`src/hdl/tvic_pkg.sv`:
```
// constants shared by the two-level vectored interrupt controller
// assumes an 8-bit special-register port driven by the core on clk_sys_i
package tvic_pkg;

  localparam int unsigned NUM_SRC = 11;

  // special-register addresses
  localparam logic [7:0] ADDR_ENABLE = 8'ha8;
  localparam logic [7:0] ADDR_EXTRA_ENABLE = 8'ha7;
  localparam logic [7:0] ADDR_PRIORITY = 8'hb8;
  localparam logic [7:0] ADDR_EXTRA_PRIORITY = 8'hb7;
  localparam logic [7:0] ADDR_TIMER_CTRL = 8'h88;

  // values after reset
  localparam logic [7:0] RESET_REG = 8'h00;
  localparam logic [10:0] RESET_SRC = 11'h000;
  localparam logic [15:0] RESET_VEC = 16'h0000;

  // writable bits; the rest read as zero
  localparam logic [7:0] ENABLE_MASK = 8'hff;
  localparam logic [7:0] EXTRA_MASK = 8'hf2;
  localparam logic [7:0] PRIORITY_MASK = 8'h3f;

  localparam int unsigned GLOBAL_EN_BIT = 7;

  // timer control field positions
  localparam int unsigned EXT0_SEL_BIT = 0;
  localparam int unsigned EXT0_PEND_BIT = 1;
  localparam int unsigned EXT1_SEL_BIT = 2;
  localparam int unsigned EXT1_PEND_BIT = 3;
  localparam int unsigned TMR0_OVF_BIT = 5;
  localparam int unsigned TMR1_OVF_BIT = 7;

  // source index is also polling order, 0 first
  localparam int unsigned SRC_EXT0 = 0;
  localparam int unsigned SRC_TMR0 = 1;
  localparam int unsigned SRC_EXT1 = 2;
  localparam int unsigned SRC_TMR1 = 3;
  localparam int unsigned SRC_I2C = 7;
  localparam int unsigned SRC_CONV = 8;

  // enable/priority bit of each source, and which register pair holds it
  localparam logic [2:0] SRC_POS [0:10] = '{
    3'h0, 3'h1, 3'h2, 3'h3, 3'h4, 3'h5, 3'h6, 3'h1, 3'h7, 3'h5, 3'h4};
  localparam logic [10:0] SRC_IN_EXTRA = 11'h7c0;

  localparam logic [15:0] SRC_VEC [0:10] = '{
    16'h0003, 16'h000b, 16'h0013, 16'h001b, 16'h0023, 16'h002b,
    16'h0053, 16'h0000, 16'h0000, 16'h005b, 16'h004b};

  // nesting state, gray coded along none -> low -> both -> high
  typedef enum logic [1:0] {
    NEST_NONE = 2'h0,
    NEST_LOW = 2'h1,
    NEST_BOTH = 2'h3,
    NEST_HIGH = 2'h2
  } tvic_nest_t;

endpackage

```
`src/hdl/tvic_pin_sync.sv`:
```
// two-flop synchroniser with falling-edge detect for the external pins
// assumes pins are asynchronous to clk_sys_i
`timescale 1ns/1ps
`default_nettype none
module tvic_pin_sync #(
  parameter int unsigned WIDTH = 2
) (
  // clock and reset
  input wire logic clk_sys_i,
  input wire logic reset_i,
  // pins and results
  input wire logic [WIDTH-1:0] pin_i,
  output logic [WIDTH-1:0] level_o,
  output logic [WIDTH-1:0] fall_o
);

  logic [WIDTH-1:0] meta;
  logic [WIDTH-1:0] stable;
  logic [WIDTH-1:0] prev;

  // idle level of the pins is high, so reset to ones to avoid a false edge
  always_ff @(posedge clk_sys_i) begin
    if (reset_i) begin
      meta <= '1;
      stable <= '1;
      prev <= '1;
    end else begin
      meta <= pin_i;
      stable <= meta;
      prev <= stable;
    end
  end

  for (genvar g = 0; g < WIDTH; g++) begin : g_pin
    assign level_o[g] = stable[g];
    assign fall_o[g] = prev[g] & ~stable[g];
  end

endmodule
`default_nettype wire

```
`src/hdl/tvic_irq_ctrl.sv`:
```
// two-level vectored interrupt controller for a small 8-bit core
// assumes the core pulses mcycle_start_i once per machine cycle and
// performs the long call whenever vec_req_o is high
//
// Contract
// - eleven sources, each high or low level by its priority bit
// - a high request pre-empts a running low routine, which resumes
// - hold a request while an equal or higher routine runs
// - same-level winner in fixed order, external 0 first, serial 1 last
// - per-source enable; global enable clear blocks all sources
// - sample flags at each machine cycle start, poll them next start
// - vectors: external 0 0003h, timer 0 000bh, external 1 0013h
// - vectors: timer 1 001bh, serial 0 0023h, timer 2 002bh
// - vectors: spi 0053h, serial 1 004bh, counter array 005bh
// - no call off last cycle, on enable/priority write, return, block
// - a denied request is forgotten; each poll uses a fresh sample
// - the call pushes the program counter only, not the status word
// - interrupt return ends current level; plain return leaves it
// - external input edge or level by select; edge flag clears on entry
// - level-mode external flag never cleared by the call
// - timer 0/1 overflow flags, not timer 0 in mode 3; auto-cleared
// - timer 2 request is overflow or capture, neither auto-cleared
// - serial request is received or transmitted flag, not auto-cleared
// - spi request is the or of its four status flags
// - i2c flag set on address match, general call, stop or byte done
// - converter done flag requests service and is not auto-cleared
// - counter array request is the or of six match and two overflow
`timescale 1ns/1ps
`default_nettype none
module tvic_irq_ctrl #(
  // vectors for these two sources are not fixed by the core
  parameter logic [15:0] I2C_VECTOR = 16'h0043,
  parameter logic [15:0] CONV_VECTOR = 16'h003b
) (
  // clock and reset
  input wire logic clk_sys_i,
  input wire logic reset_i,
  // special-register port
  input wire logic [7:0] sfr_addr_i,
  input wire logic sfr_wr_i,
  input wire logic [7:0] sfr_wdata_i,
  input wire logic sfr_rd_i,
  output logic [7:0] sfr_rdata_o,
  // core sequencing
  input wire logic mcycle_start_i,
  input wire logic last_cycle_i,
  input wire logic irq_reg_write_i,
  input wire logic irq_return_instr_i,
  // external pins
  input wire logic ext_irq_pin_a_i,
  input wire logic ext_irq_pin_b_i,
  // timer events and flags
  input wire logic tmr0_overflow_i,
  input wire logic tmr0_mode3_i,
  input wire logic tmr1_overflow_i,
  input wire logic tmr2_overflow_flag_i,
  input wire logic tmr2_capture_flag_i,
  // serial ports
  input wire logic ser0_rx_byte_flag_i,
  input wire logic ser0_tx_byte_flag_i,
  input wire logic ser1_rx_byte_flag_i,
  input wire logic ser1_tx_byte_flag_i,
  // other peripheral flags
  input wire logic [3:0] spi_flags_i,
  input wire logic i2c_irq_flag_i,
  input wire logic conv_done_flag_i,
  input wire logic [5:0] module_match_flags_i,
  input wire logic [1:0] counter_overflow_flags_i,
  // long call request to the core
  output logic vec_req_o,
  output logic [15:0] vec_addr_o,
  output logic vec_high_o,
  output logic [10:0] irq_ack_o,
  // in-progress state
  output logic active_high_o,
  output logic active_low_o
);

  ////////////////////////////////////////////////////////////////////////
  // special registers

  logic [7:0] interrupt_enable;
  logic [7:0] extra_irq_enable_reg;
  logic [7:0] irq_priority_reg;
  logic [7:0] extra_irq_priority_reg;
  logic ext0_edge_select;
  logic ext1_edge_select;
  logic ext0_pending;
  logic ext1_pending;
  logic tmr0_overflow_flag;
  logic tmr1_overflow_flag;

  logic wr_enable;
  logic wr_extra_enable;
  logic wr_priority;
  logic wr_extra_priority;
  logic wr_timer_ctrl;

  assign wr_enable = sfr_wr_i && (sfr_addr_i == tvic_pkg::ADDR_ENABLE);
  assign wr_extra_enable = sfr_wr_i && (sfr_addr_i == tvic_pkg::ADDR_EXTRA_ENABLE);
  assign wr_priority = sfr_wr_i && (sfr_addr_i == tvic_pkg::ADDR_PRIORITY);
  assign wr_extra_priority = sfr_wr_i && (sfr_addr_i == tvic_pkg::ADDR_EXTRA_PRIORITY);
  assign wr_timer_ctrl = sfr_wr_i && (sfr_addr_i == tvic_pkg::ADDR_TIMER_CTRL);

  // bit 6 of the enable register is kept as plain storage for the debugger
  always_ff @(posedge clk_sys_i) begin
    if (reset_i) begin
      interrupt_enable <= tvic_pkg::RESET_REG;
      extra_irq_enable_reg <= tvic_pkg::RESET_REG;
    end else begin
      if (wr_enable) begin
        interrupt_enable <= sfr_wdata_i & tvic_pkg::ENABLE_MASK;
      end
      if (wr_extra_enable) begin
        extra_irq_enable_reg <= sfr_wdata_i & tvic_pkg::EXTRA_MASK;
      end
    end
  end

  always_ff @(posedge clk_sys_i) begin
    if (reset_i) begin
      irq_priority_reg <= tvic_pkg::RESET_REG;
      extra_irq_priority_reg <= tvic_pkg::RESET_REG;
    end else begin
      if (wr_priority) begin
        irq_priority_reg <= sfr_wdata_i & tvic_pkg::PRIORITY_MASK;
      end
      if (wr_extra_priority) begin
        extra_irq_priority_reg <= sfr_wdata_i & tvic_pkg::EXTRA_MASK;
      end
    end
  end

  always_ff @(posedge clk_sys_i) begin
    if (reset_i) begin
      sfr_rdata_o <= tvic_pkg::RESET_REG;
    end else if (sfr_rd_i) begin
      unique case (sfr_addr_i)
        tvic_pkg::ADDR_ENABLE: sfr_rdata_o <= interrupt_enable;
        tvic_pkg::ADDR_EXTRA_ENABLE: sfr_rdata_o <= extra_irq_enable_reg;
        tvic_pkg::ADDR_PRIORITY: sfr_rdata_o <= irq_priority_reg;
        tvic_pkg::ADDR_EXTRA_PRIORITY: sfr_rdata_o <= extra_irq_priority_reg;
        // timer run bits live in the timer block and read as zero here
        tvic_pkg::ADDR_TIMER_CTRL: sfr_rdata_o <= {tmr1_overflow_flag, 1'b0,
          tmr0_overflow_flag, 1'b0, ext1_pending, ext1_edge_select,
          ext0_pending, ext0_edge_select};
        default: sfr_rdata_o <= tvic_pkg::RESET_REG;
      endcase
    end else begin
      sfr_rdata_o <= tvic_pkg::RESET_REG;
    end
  end

  ////////////////////////////////////////////////////////////////////////
  // per-source enable and level

  logic [10:0] en_vec;
  logic [10:0] pri_vec;

  for (genvar g = 0; g < tvic_pkg::NUM_SRC; g++) begin : g_src
    assign en_vec[g] = tvic_pkg::SRC_IN_EXTRA[g]
      ? extra_irq_enable_reg[tvic_pkg::SRC_POS[g]]
      : interrupt_enable[tvic_pkg::SRC_POS[g]];
    assign pri_vec[g] = tvic_pkg::SRC_IN_EXTRA[g]
      ? extra_irq_priority_reg[tvic_pkg::SRC_POS[g]]
      : irq_priority_reg[tvic_pkg::SRC_POS[g]];
  end

  ////////////////////////////////////////////////////////////////////////
  // poll and grant

  tvic_pkg::tvic_nest_t nest;
  tvic_pkg::tvic_nest_t next_nest;
  logic [10:0] src_flag;
  logic [10:0] sample_q;
  logic [10:0] req;
  logic [10:0] req_hi;
  logic [10:0] req_lo;
  logic [10:0] cand;
  logic [10:0] win;
  logic [10:0] win_set_q;
  logic can_hi;
  logic can_lo;
  logic poll_ok;
  logic leave_isr;
  logic grant;
  logic grant_hi;

  assign src_flag[0] = ext0_pending;
  assign src_flag[1] = tmr0_overflow_flag;
  assign src_flag[2] = ext1_pending;
  assign src_flag[3] = tmr1_overflow_flag;
  assign src_flag[4] = ser0_rx_byte_flag_i | ser0_tx_byte_flag_i;
  assign src_flag[5] = tmr2_overflow_flag_i | tmr2_capture_flag_i;
  assign src_flag[6] = |spi_flags_i;
  assign src_flag[7] = i2c_irq_flag_i;
  assign src_flag[8] = conv_done_flag_i;
  assign src_flag[9] = |{counter_overflow_flags_i, module_match_flags_i};
  assign src_flag[10] = ser1_rx_byte_flag_i | ser1_tx_byte_flag_i;

  // sampled once per machine cycle and overwritten each time, so a
  // request refused at one poll is not carried to the next
  always_ff @(posedge clk_sys_i) begin
    if (reset_i) begin
      sample_q <= tvic_pkg::RESET_SRC;
    end else if (mcycle_start_i) begin
      sample_q <= src_flag;
    end
  end

  assign req = sample_q & en_vec & {11{interrupt_enable[tvic_pkg::GLOBAL_EN_BIT]}};
  assign req_hi = req & pri_vec;
  assign req_lo = req & ~pri_vec;

  assign can_hi = (nest != tvic_pkg::NEST_HIGH) && (nest != tvic_pkg::NEST_BOTH);
  assign can_lo = (nest == tvic_pkg::NEST_NONE);

  always_comb begin
    if (can_hi && (|req_hi)) begin
      cand = req_hi;
    end else if (can_lo) begin
      cand = req_lo;
    end else begin
      cand = tvic_pkg::RESET_SRC;
    end
  end

  // lowest index wins within the chosen level
  assign win = cand & (~cand + 11'h001);

  assign poll_ok = mcycle_start_i && last_cycle_i
    && !irq_reg_write_i && !irq_return_instr_i;
  assign leave_isr = mcycle_start_i && last_cycle_i && irq_return_instr_i;
  assign grant = poll_ok && (|cand);
  assign grant_hi = can_hi && (|req_hi);

  function automatic logic [15:0] vector_of(input logic [10:0] onehot);
    logic [15:0] v;
    v = tvic_pkg::RESET_VEC;
    for (int i = 0; i < tvic_pkg::NUM_SRC; i++) begin
      if (onehot[i]) begin
        if (i == tvic_pkg::SRC_I2C) begin
          v = v | I2C_VECTOR;
        end else if (i == tvic_pkg::SRC_CONV) begin
          v = v | CONV_VECTOR;
        end else begin
          v = v | tvic_pkg::SRC_VEC[i];
        end
      end
    end
    return v;
  endfunction

  // the core pushes only the program counter on this request
  always_ff @(posedge clk_sys_i) begin
    if (reset_i) begin
      vec_req_o <= 1'b0;
      vec_addr_o <= tvic_pkg::RESET_VEC;
      vec_high_o <= 1'b0;
      irq_ack_o <= tvic_pkg::RESET_SRC;
      win_set_q <= tvic_pkg::RESET_SRC;
    end else begin
      vec_req_o <= grant;
      irq_ack_o <= grant ? win : tvic_pkg::RESET_SRC;
      if (grant) begin
        vec_addr_o <= vector_of(win);
        vec_high_o <= grant_hi;
        win_set_q <= cand;
      end
    end
  end

  ////////////////////////////////////////////////////////////////////////
  // nesting state; plain subroutine returns never reach here

  always_comb begin
    next_nest = nest;
    unique case (nest)
      tvic_pkg::NEST_NONE: begin
        if (grant) begin
          next_nest = grant_hi ? tvic_pkg::NEST_HIGH : tvic_pkg::NEST_LOW;
        end
      end
      tvic_pkg::NEST_LOW: begin
        if (grant) begin
          next_nest = tvic_pkg::NEST_BOTH;
        end else if (leave_isr) begin
          next_nest = tvic_pkg::NEST_NONE;
        end
      end
      tvic_pkg::NEST_BOTH: begin
        if (leave_isr) begin
          next_nest = tvic_pkg::NEST_LOW;
        end
      end
      tvic_pkg::NEST_HIGH: begin
        if (leave_isr) begin
          next_nest = tvic_pkg::NEST_NONE;
        end
      end
    endcase
  end

  always_ff @(posedge clk_sys_i) begin
    if (reset_i) begin
      nest <= tvic_pkg::NEST_NONE;
      active_high_o <= 1'b0;
      active_low_o <= 1'b0;
    end else begin
      nest <= next_nest;
      active_high_o <= (next_nest == tvic_pkg::NEST_HIGH) || (next_nest == tvic_pkg::NEST_BOTH);
      active_low_o <= (next_nest == tvic_pkg::NEST_LOW) || (next_nest == tvic_pkg::NEST_BOTH);
    end
  end

  ////////////////////////////////////////////////////////////////////////
  // flags owned here: external pending and timer 0/1 overflow

  logic [1:0] pin_lvl;
  logic [1:0] pin_fall;
  logic ext0_set;
  logic ext1_set;
  logic tmr0_set;

  tvic_pin_sync #(
    .WIDTH(2)
  ) u_pin_sync (
    .clk_sys_i(clk_sys_i),
    .reset_i(reset_i),
    .pin_i({ext_irq_pin_b_i, ext_irq_pin_a_i}),
    .level_o(pin_lvl),
    .fall_o(pin_fall)
  );

  // hardware set beats a clear in the same cycle, whoever clears
  function automatic logic next_flag(input logic set, input logic wr,
                                     input logic wbit, input logic cur,
                                     input logic clr);
    return set | (wr ? wbit : (cur & ~clr));
  endfunction

  assign ext0_set = ext0_edge_select ? pin_fall[0] : ~pin_lvl[0];
  assign ext1_set = ext1_edge_select ? pin_fall[1] : ~pin_lvl[1];
  assign tmr0_set = tmr0_overflow_i & ~tmr0_mode3_i;

  always_ff @(posedge clk_sys_i) begin
    if (reset_i) begin
      ext0_edge_select <= 1'b0;
      ext1_edge_select <= 1'b0;
    end else if (wr_timer_ctrl) begin
      ext0_edge_select <= sfr_wdata_i[tvic_pkg::EXT0_SEL_BIT];
      ext1_edge_select <= sfr_wdata_i[tvic_pkg::EXT1_SEL_BIT];
    end
  end

  // in level mode a still-low pin sets the flag again after each clear
  always_ff @(posedge clk_sys_i) begin
    if (reset_i) begin
      ext0_pending <= 1'b0;
      ext1_pending <= 1'b0;
    end else begin
      ext0_pending <= next_flag(ext0_set, wr_timer_ctrl,
        sfr_wdata_i[tvic_pkg::EXT0_PEND_BIT], ext0_pending,
        grant && win[tvic_pkg::SRC_EXT0] && ext0_edge_select);
      ext1_pending <= next_flag(ext1_set, wr_timer_ctrl,
        sfr_wdata_i[tvic_pkg::EXT1_PEND_BIT], ext1_pending,
        grant && win[tvic_pkg::SRC_EXT1] && ext1_edge_select);
    end
  end

  always_ff @(posedge clk_sys_i) begin
    if (reset_i) begin
      tmr0_overflow_flag <= 1'b0;
      tmr1_overflow_flag <= 1'b0;
    end else begin
      tmr0_overflow_flag <= next_flag(tmr0_set, wr_timer_ctrl,
        sfr_wdata_i[tvic_pkg::TMR0_OVF_BIT], tmr0_overflow_flag,
        grant && win[tvic_pkg::SRC_TMR0]);
      tmr1_overflow_flag <= next_flag(tmr1_overflow_i, wr_timer_ctrl,
        sfr_wdata_i[tvic_pkg::TMR1_OVF_BIT], tmr1_overflow_flag,
        grant && win[tvic_pkg::SRC_TMR1]);
    end
  end
endmodule
`default_nettype wire

```
`config.mk`:
```
export PLATFORM = sky130hd
export DESIGN_NAME = tvic_irq_ctrl
export DESIGN_NICKNAME = d
export VERILOG_FILES = /design/src/hdl/tvic_pkg.sv /design/src/hdl/tvic_pin_sync.sv /design/src/hdl/tvic_irq_ctrl.sv
export SDC_FILE = /design/constraint.sdc
export NUM_CORES = 1
export LEC_CHECK = 0
export BUFFER_PORTS_ARGS = -buffer_cell sky130_fd_sc_hd__clkbuf_2
export CORE_AREA = 10 10 107 109
export CTS_BUF_LIST = sky130_fd_sc_hd__clkbuf_4
export CTS_CLUSTER_SIZE = 10
export DETAILED_ROUTE_END_ITERATION = 8
export DIE_AREA = 0 0 117 119
export SYNTH_ARGS = -nofsm -noshare
export SYNTH_HDL_FRONTEND = slang
export SYNTH_SLANG_ARGS = --single-unit
```
`constraint.sdc`:
```
create_clock -name clk_sys_i -period 4 [get_ports clk_sys_i]
set_input_delay 0.4 -clock clk_sys_i [delete_from_list [all_inputs] [get_ports clk_sys_i]]
set_output_delay 0.4 -clock clk_sys_i [all_outputs]
set_load 0.03 [all_outputs]
```
Yosys cells after proc, flatten, opt, wreduce, memory -nomap -nowiden --
Index checks and enable logic that the tools add are counted.
Word-level totals: output and inout port bits 39, register bits 88
Cells by class: reduce and logical (&&, ||, !) cells 29, muxes and demuxes 26, add/sub/neg operators 1, equal/unequal tests 13, bitwise gates (word level) 30
Operator list (number):
- AND 11 bit | 5
- == test 8 bit, second input constant | 5
- one-hot mux 8 bit (5 select lines) | 1
- 2-to-1 mux 7 bit | 4
- 2-to-1 mux 11 bit | 2
- NOT 11 bit | 2
- OR reduction 11 bit | 2
- logical AND 1 bit | 18
- 2-to-1 mux 6 bit | 3
- 2-to-1 mux 2 bit | 6
- adder 11 x 1 -> 11 bit, second input constant | 1
- 2-to-1 mux 5 bit | 2
- NOT 1 bit | 9
- == test 2 bit, second input constant | 4
- one-hot mux 2 bit (4 select lines) | 1
- OR reduction 8 bit | 1
- AND 1 bit | 7
- bitwise OR 1 bit | 7
- 2-to-1 mux 1 bit | 6
- == test 2 x 1 -> 1 bit, second input constant | 2
- 2-to-1 mux 4 bit | 1
- != test 2 bit, second input constant | 2
- OR reduction 2 bit | 2
- OR reduction 4 bit | 1
- 3 further kinds | 5

Depth between registers and ports, before layout --
depth in word-level cells 20, gate-level depth with buffers 11, gate-level depth less buffers 8

Cells and area by module --
From an unflattened synthesis, not the netlist that was laid out.
Unflattened totals: cell total of the unflattened synthesis 405, area total of the unflattened synthesis 3494.6 um^2
By module, submodules not included:
- tvic_irq_ctrl | area an instance 3324.4 um^2, cells each 391, sequential area each 1401.3 um^2, times used 1
- tvic_pin_sync | area an instance 170.2 um^2, cells each 14, sequential area each 120.1 um^2, times used 1

Worst setup path before layout --
No wires, ideal clock.
path type flip-flop to flip-flop, start point register, netlist name active_low_o, end point register ext0_pending, setup slack 1824 ps, data arrival time 2046 ps, stages on the path, launching flop included 10, setup time 130 ps, period minus slack after synthesis 2176 ps, required time 3870 ps, path through dfxtp_1 nor3b_2 nand4_2 or3_1 buf_6 o211ai_4 o31ai_4 buf_6 o211ai_1 o21ai_0
RTL lines:
- to (signal assigned) | line tvic_irq_ctrl.sv:362 | ext0_pending <= next_flag(ext0_set, wr_timer_ctrl,
- to (decl) | line tvic_irq_ctrl.sv:88 | logic ext0_pending;

Worst setup path after layout --
start point register interrupt_enable[7], end point register irq_ack_o[2]
Between the ends: word-level cells in the longest chain between the ends 9, elaborated cells between the ends (all ways) 14, those cells by class 1 x add/sub; 2 x mux; 6 x bitwise; 5 x reduce/logical
Ends and longest elaborated chain:
- from (decl) | line tvic_irq_ctrl.sv:82 | logic [7:0] interrupt_enable;
- from (signal assigned) | line tvic_irq_ctrl.sv:108 | interrupt_enable <= tvic_pkg::RESET_REG;
- from (signal assigned) | line tvic_irq_ctrl.sv:112 | interrupt_enable <= sfr_wdata_i & tvic_pkg::ENABLE_MASK;
- AND 11 bit (*) | line tvic_irq_ctrl.sv:211 | assign req = sample_q & en_vec & {11{interrupt_enable[tvic_pkg::GLOBAL_EN_BIT]}};
- AND 11 bit | line tvic_irq_ctrl.sv:212 | assign req_hi = req & pri_vec;
- OR reduction 11 bit | line tvic_irq_ctrl.sv:219 | if (can_hi && (|req_hi)) begin
- logical AND 1 bit | line tvic_irq_ctrl.sv:219
- 2-to-1 mux 11 bit (*) | line tvic_irq_ctrl.sv:219
- parallel branches: the longest is 4 deep, another holds adder 11 x 1 -> 11 bit
- to (signal assigned) | line tvic_irq_ctrl.sv:260 | irq_ack_o <= tvic_pkg::RESET_SRC;
- to (signal assigned) | line tvic_irq_ctrl.sv:264 | irq_ack_o <= grant ? win : tvic_pkg::RESET_SRC;
- to (decl) | line tvic_irq_ctrl.sv:73 | output logic [10:0] irq_ack_o,
Every way passes the cells marked *. A chain may end at the register's enable or synchronous reset.

==> flow_metrics.py <==
metrics = {
    "floorplanning": {
        "die_x_um": 117,
        "core_area_um2": 9460,
        "num_io_pins": 88,
        "start_util_pct": 38.6,
        "fp.dieH_um": 119,
        "fp.dieArea_um2": 13900,
        "rows": 36,
    },
    "logic_synthesis": {
        "ys_ff_latch": 76,
        "syn_area_um2": 3650,
        "synth_edf_count": 0,
        "synth_warnings": 0,
        "synth_ff_type": "dfxtp_1",
        "avgSynthCellArea_um2": 8.94,
        "synth_cell_types": 61,
        "ys_seq_area_share_pct": 41.7,
        "synthArstFlopShare_pct": 0,
        "syn_inst": 408,
    },
    "global_route": {
        "grt_pass1_vias": 3178,
        "grt_pass1_wl_um": 17600,
        "grt_usage_pct": 16.3,
        "antenna_found_initial": 1,
        "grt_max_degree": 60,
        "grt_overflow_total": 0,
    },
    "placed_design": {
        "numPortBuffers": 77,
        "dpl_worst_slack_ps": 1020,
        "gp_congestion": 0.872,
        "dp_hpwl_um": 8950,
    },
    "power": {
        "switchingPower_uw": 335,
        "switching_share_pct": 26.5,
        "total_leakage_power_uw": 0.00170,
        "comb_power_share_pct": 6.9,
        "vdd_drop_max_mv": 0.143,
        "p_int_uw": 929,
        "powerDensity_nw_per_um2": 305,
        "p_seq_share_pct": 61.9,
        "power.share.clock_pct": 31.2,
    },
    "sta": {
        "clock_skew_ps": 19.8,
        "rsz0062_at_grt": "false",
        "period_needed_ps": 3030,
        "fin_ws_ps": 968,
        "fmax_mhz": 330,
        "finalHoldViolCount": 0,
        "report.final.slew_viol_count": 0,
        "worstMarginPinSlew_ps": 937,
        "fin_crit_sh_pct": 75.8,
        "finalSetupViolations": 0,
        "final.setup.tns_ps": 0,
        "relSlewSlack_pct": 36.6,
    },
    "run": {
        "maxCapViolCount": 0,
    },
    "routing": {
        "ant_nets": 0,
        "via_per_inst": 5.44,
        "wire_per_inst_um": 19.2,
        "drc": 0,
        "dr.first_iter.drc_count": 181,
        "num_vias": 3231,
        "drt_pre_antenna_iters": 4,
        "routed_wl_um": 11400,
    },
    "critical_path": {
        "cp-startpoint": "interrupt_enable[7]",
        "critPathKind": "reg2reg",
        "rr_startpoint": "interrupt_enable[7]",
        "reg2regPathDepth": 8,
        "path_max_fanout": 17,
        "start_kind": "flip-flop",
        "arrival_ps": 3370,
        "worstPathRequired_ps": 4340,
        "crit_path_end_kind": "flip-flop",
    },
    "hold_path": {
        "hold_depth": 2,
        "hp-class": "in2reg",
        "min-delay-start": "ext_irq_pin_a_i",
    },
    "clock_tree": {
        "numCtsBuffers": 9,
        "clk_pin_slew_worst_paths_ps": 120,
        "cts_buffer_depth": 2,
        "clk_latency_ps": 440,
        "post_cts_buffers": 0,
        "h-tree-depth": 3,
        "cts_hold_buffers": 0,
        "clock-sinks": 76,
        "tritoncts": "yes",
        "ctsResizeCount": 0,
        "root_buffer": "clkbuf_4",
    },
    "final_layout": {
        "areaGrowthSynthToFinish_pct": 13.6,
        "utilization_pct": 43.8,
        "layout.nets": 523,
        "layout-drive-gt1-share_pct": 25.3,
        "top_regs": "irq_ack_o x11, sample_q x11",
    },
    "status": {
        "outcome": "finished, final reports clean",
    },
}
## power groups by stage
stage	clock [uW]	sequential, uW	combinational (uW)
4_1_cts	407	782	87.8
6_report	394	782	87.2
2_1_floorplan	0	792	57.4
3_5_place_dp	0	799	87.6
5_1_grt	433	784	96.4
3_3_place_gp	0	799	85.6
## stage by stage
stage / area, um^2 / cells / hold slack (ps) / power, uW
after floorplan: 3680 / 417 / 389 / 850
after CTS: 4140 / 593 / 118 / 1280
after global placement: 4040 / 577 / 391 / 885
after detailed placement: 4040 / 577 / 393 / 887
final: 4150 / 594 / 138 / 1260
after global routing: 4150 / 594 / 122 / 1310
## synth_stat cells, types with 5 or more instances
library cell | n | area share (%)
dfxtp_1 | 76 | 42
nor2_1 | 63 | 6.5
mux2i_1 | 31 | 8.5
a21oi_1 | 27 | 3.7
nand2_1 | 22 | 2.3
clkbuf_1 | 18 | 1.9
buf_4 | 11 | 2.3
nand3_1 | 10 | 1.4
nor3_1 | 10 | 1.4
inv_1 | 9 | 0.93
a22oi_1 | 8 | 1.6
o21ai_0 | 8 | 1.1
or2_2 | 8 | 1.4
nor4_1 | 7 | 1.2
nand4_1 | 6 | 1.0
o22ai_1 | 6 | 1.0
a211oi_1 | 5 | 1.0
a21o_1 | 5 | 1.0
## metal layers
layer / global-route usage, % / routed length [um]
met5: 0 / 0
met4: 6.88 / 285
met3: 4.22 / 690
met2: 24.4 / 5250
met1: 21.5 / 5160
## layout make-up
cell class / count / area (um^2)
fill: 990 / 5310
multi-input combinational: 296 / 1920
sequential: 76 / 1520
timing repair buffer: 81 / 415
tap: 114 / 143
clock buffer: 10 / 75.1
inverter: 10 / 37.5
clock inverter: 6 / 31.3
antenna: 1 / 2.50
## kinds of logic after synthesis
family                 count (synthesis)  synth area share (%)
AND/OR/NAND/NOR                      162                  24.2
AO/OA/AOI/OAI                         89                  17.6
flip-flops                            76                  41.7
buffers and inverters                 45                  6.62
multiplexers                          35                  9.74
other                                  1                 0.103
## worst paths after layout
kind	to	slack (ps)
worst max-delay path	irq_ack_o[2]	970
worst min-delay path	u_pin_sync.meta[0]	140
worst max register to register	irq_ack_o[2]	970
worst min register to register	u_pin_sync.level_o[1]	420
## worst max-delay path: stages (launching register included)
cell and delay (ps):
dfxtp_1 730, inv_1 170, a41oi_2 410, nor4_1 180, o2111a_1 340, o31ai_4 570
nand2b_4 300, inv_2 60, and3_1 170
## layout by cell type (no fill, tap or decap), types with 3 or more instances in the layout
master    count
mux2_2        4
conb_1       10
or2_2         8
mux2i_1      31
dfxtp_1      76
nand2_1      22
o21ai_0       8
clkbuf_2     77
clkinv_1      3
a221oi_1      4
a21o_1        5
inv_1         9
nor3_1       10
or3_1         3
a21oi_1      27
buf_4         4
nand4b_1      3
o41ai_1       3
nand3b_1      3
nand4_2       4
clkbuf_4     10
and3_1        3
a22oi_1       8
o22ai_1       6
a211oi_1      5
nor2b_1       3
nand3_1      10
nor4_1        7
nor2_1       63
nand4_1       6
o211ai_1      4
Power figures use the tool's default switching activity.
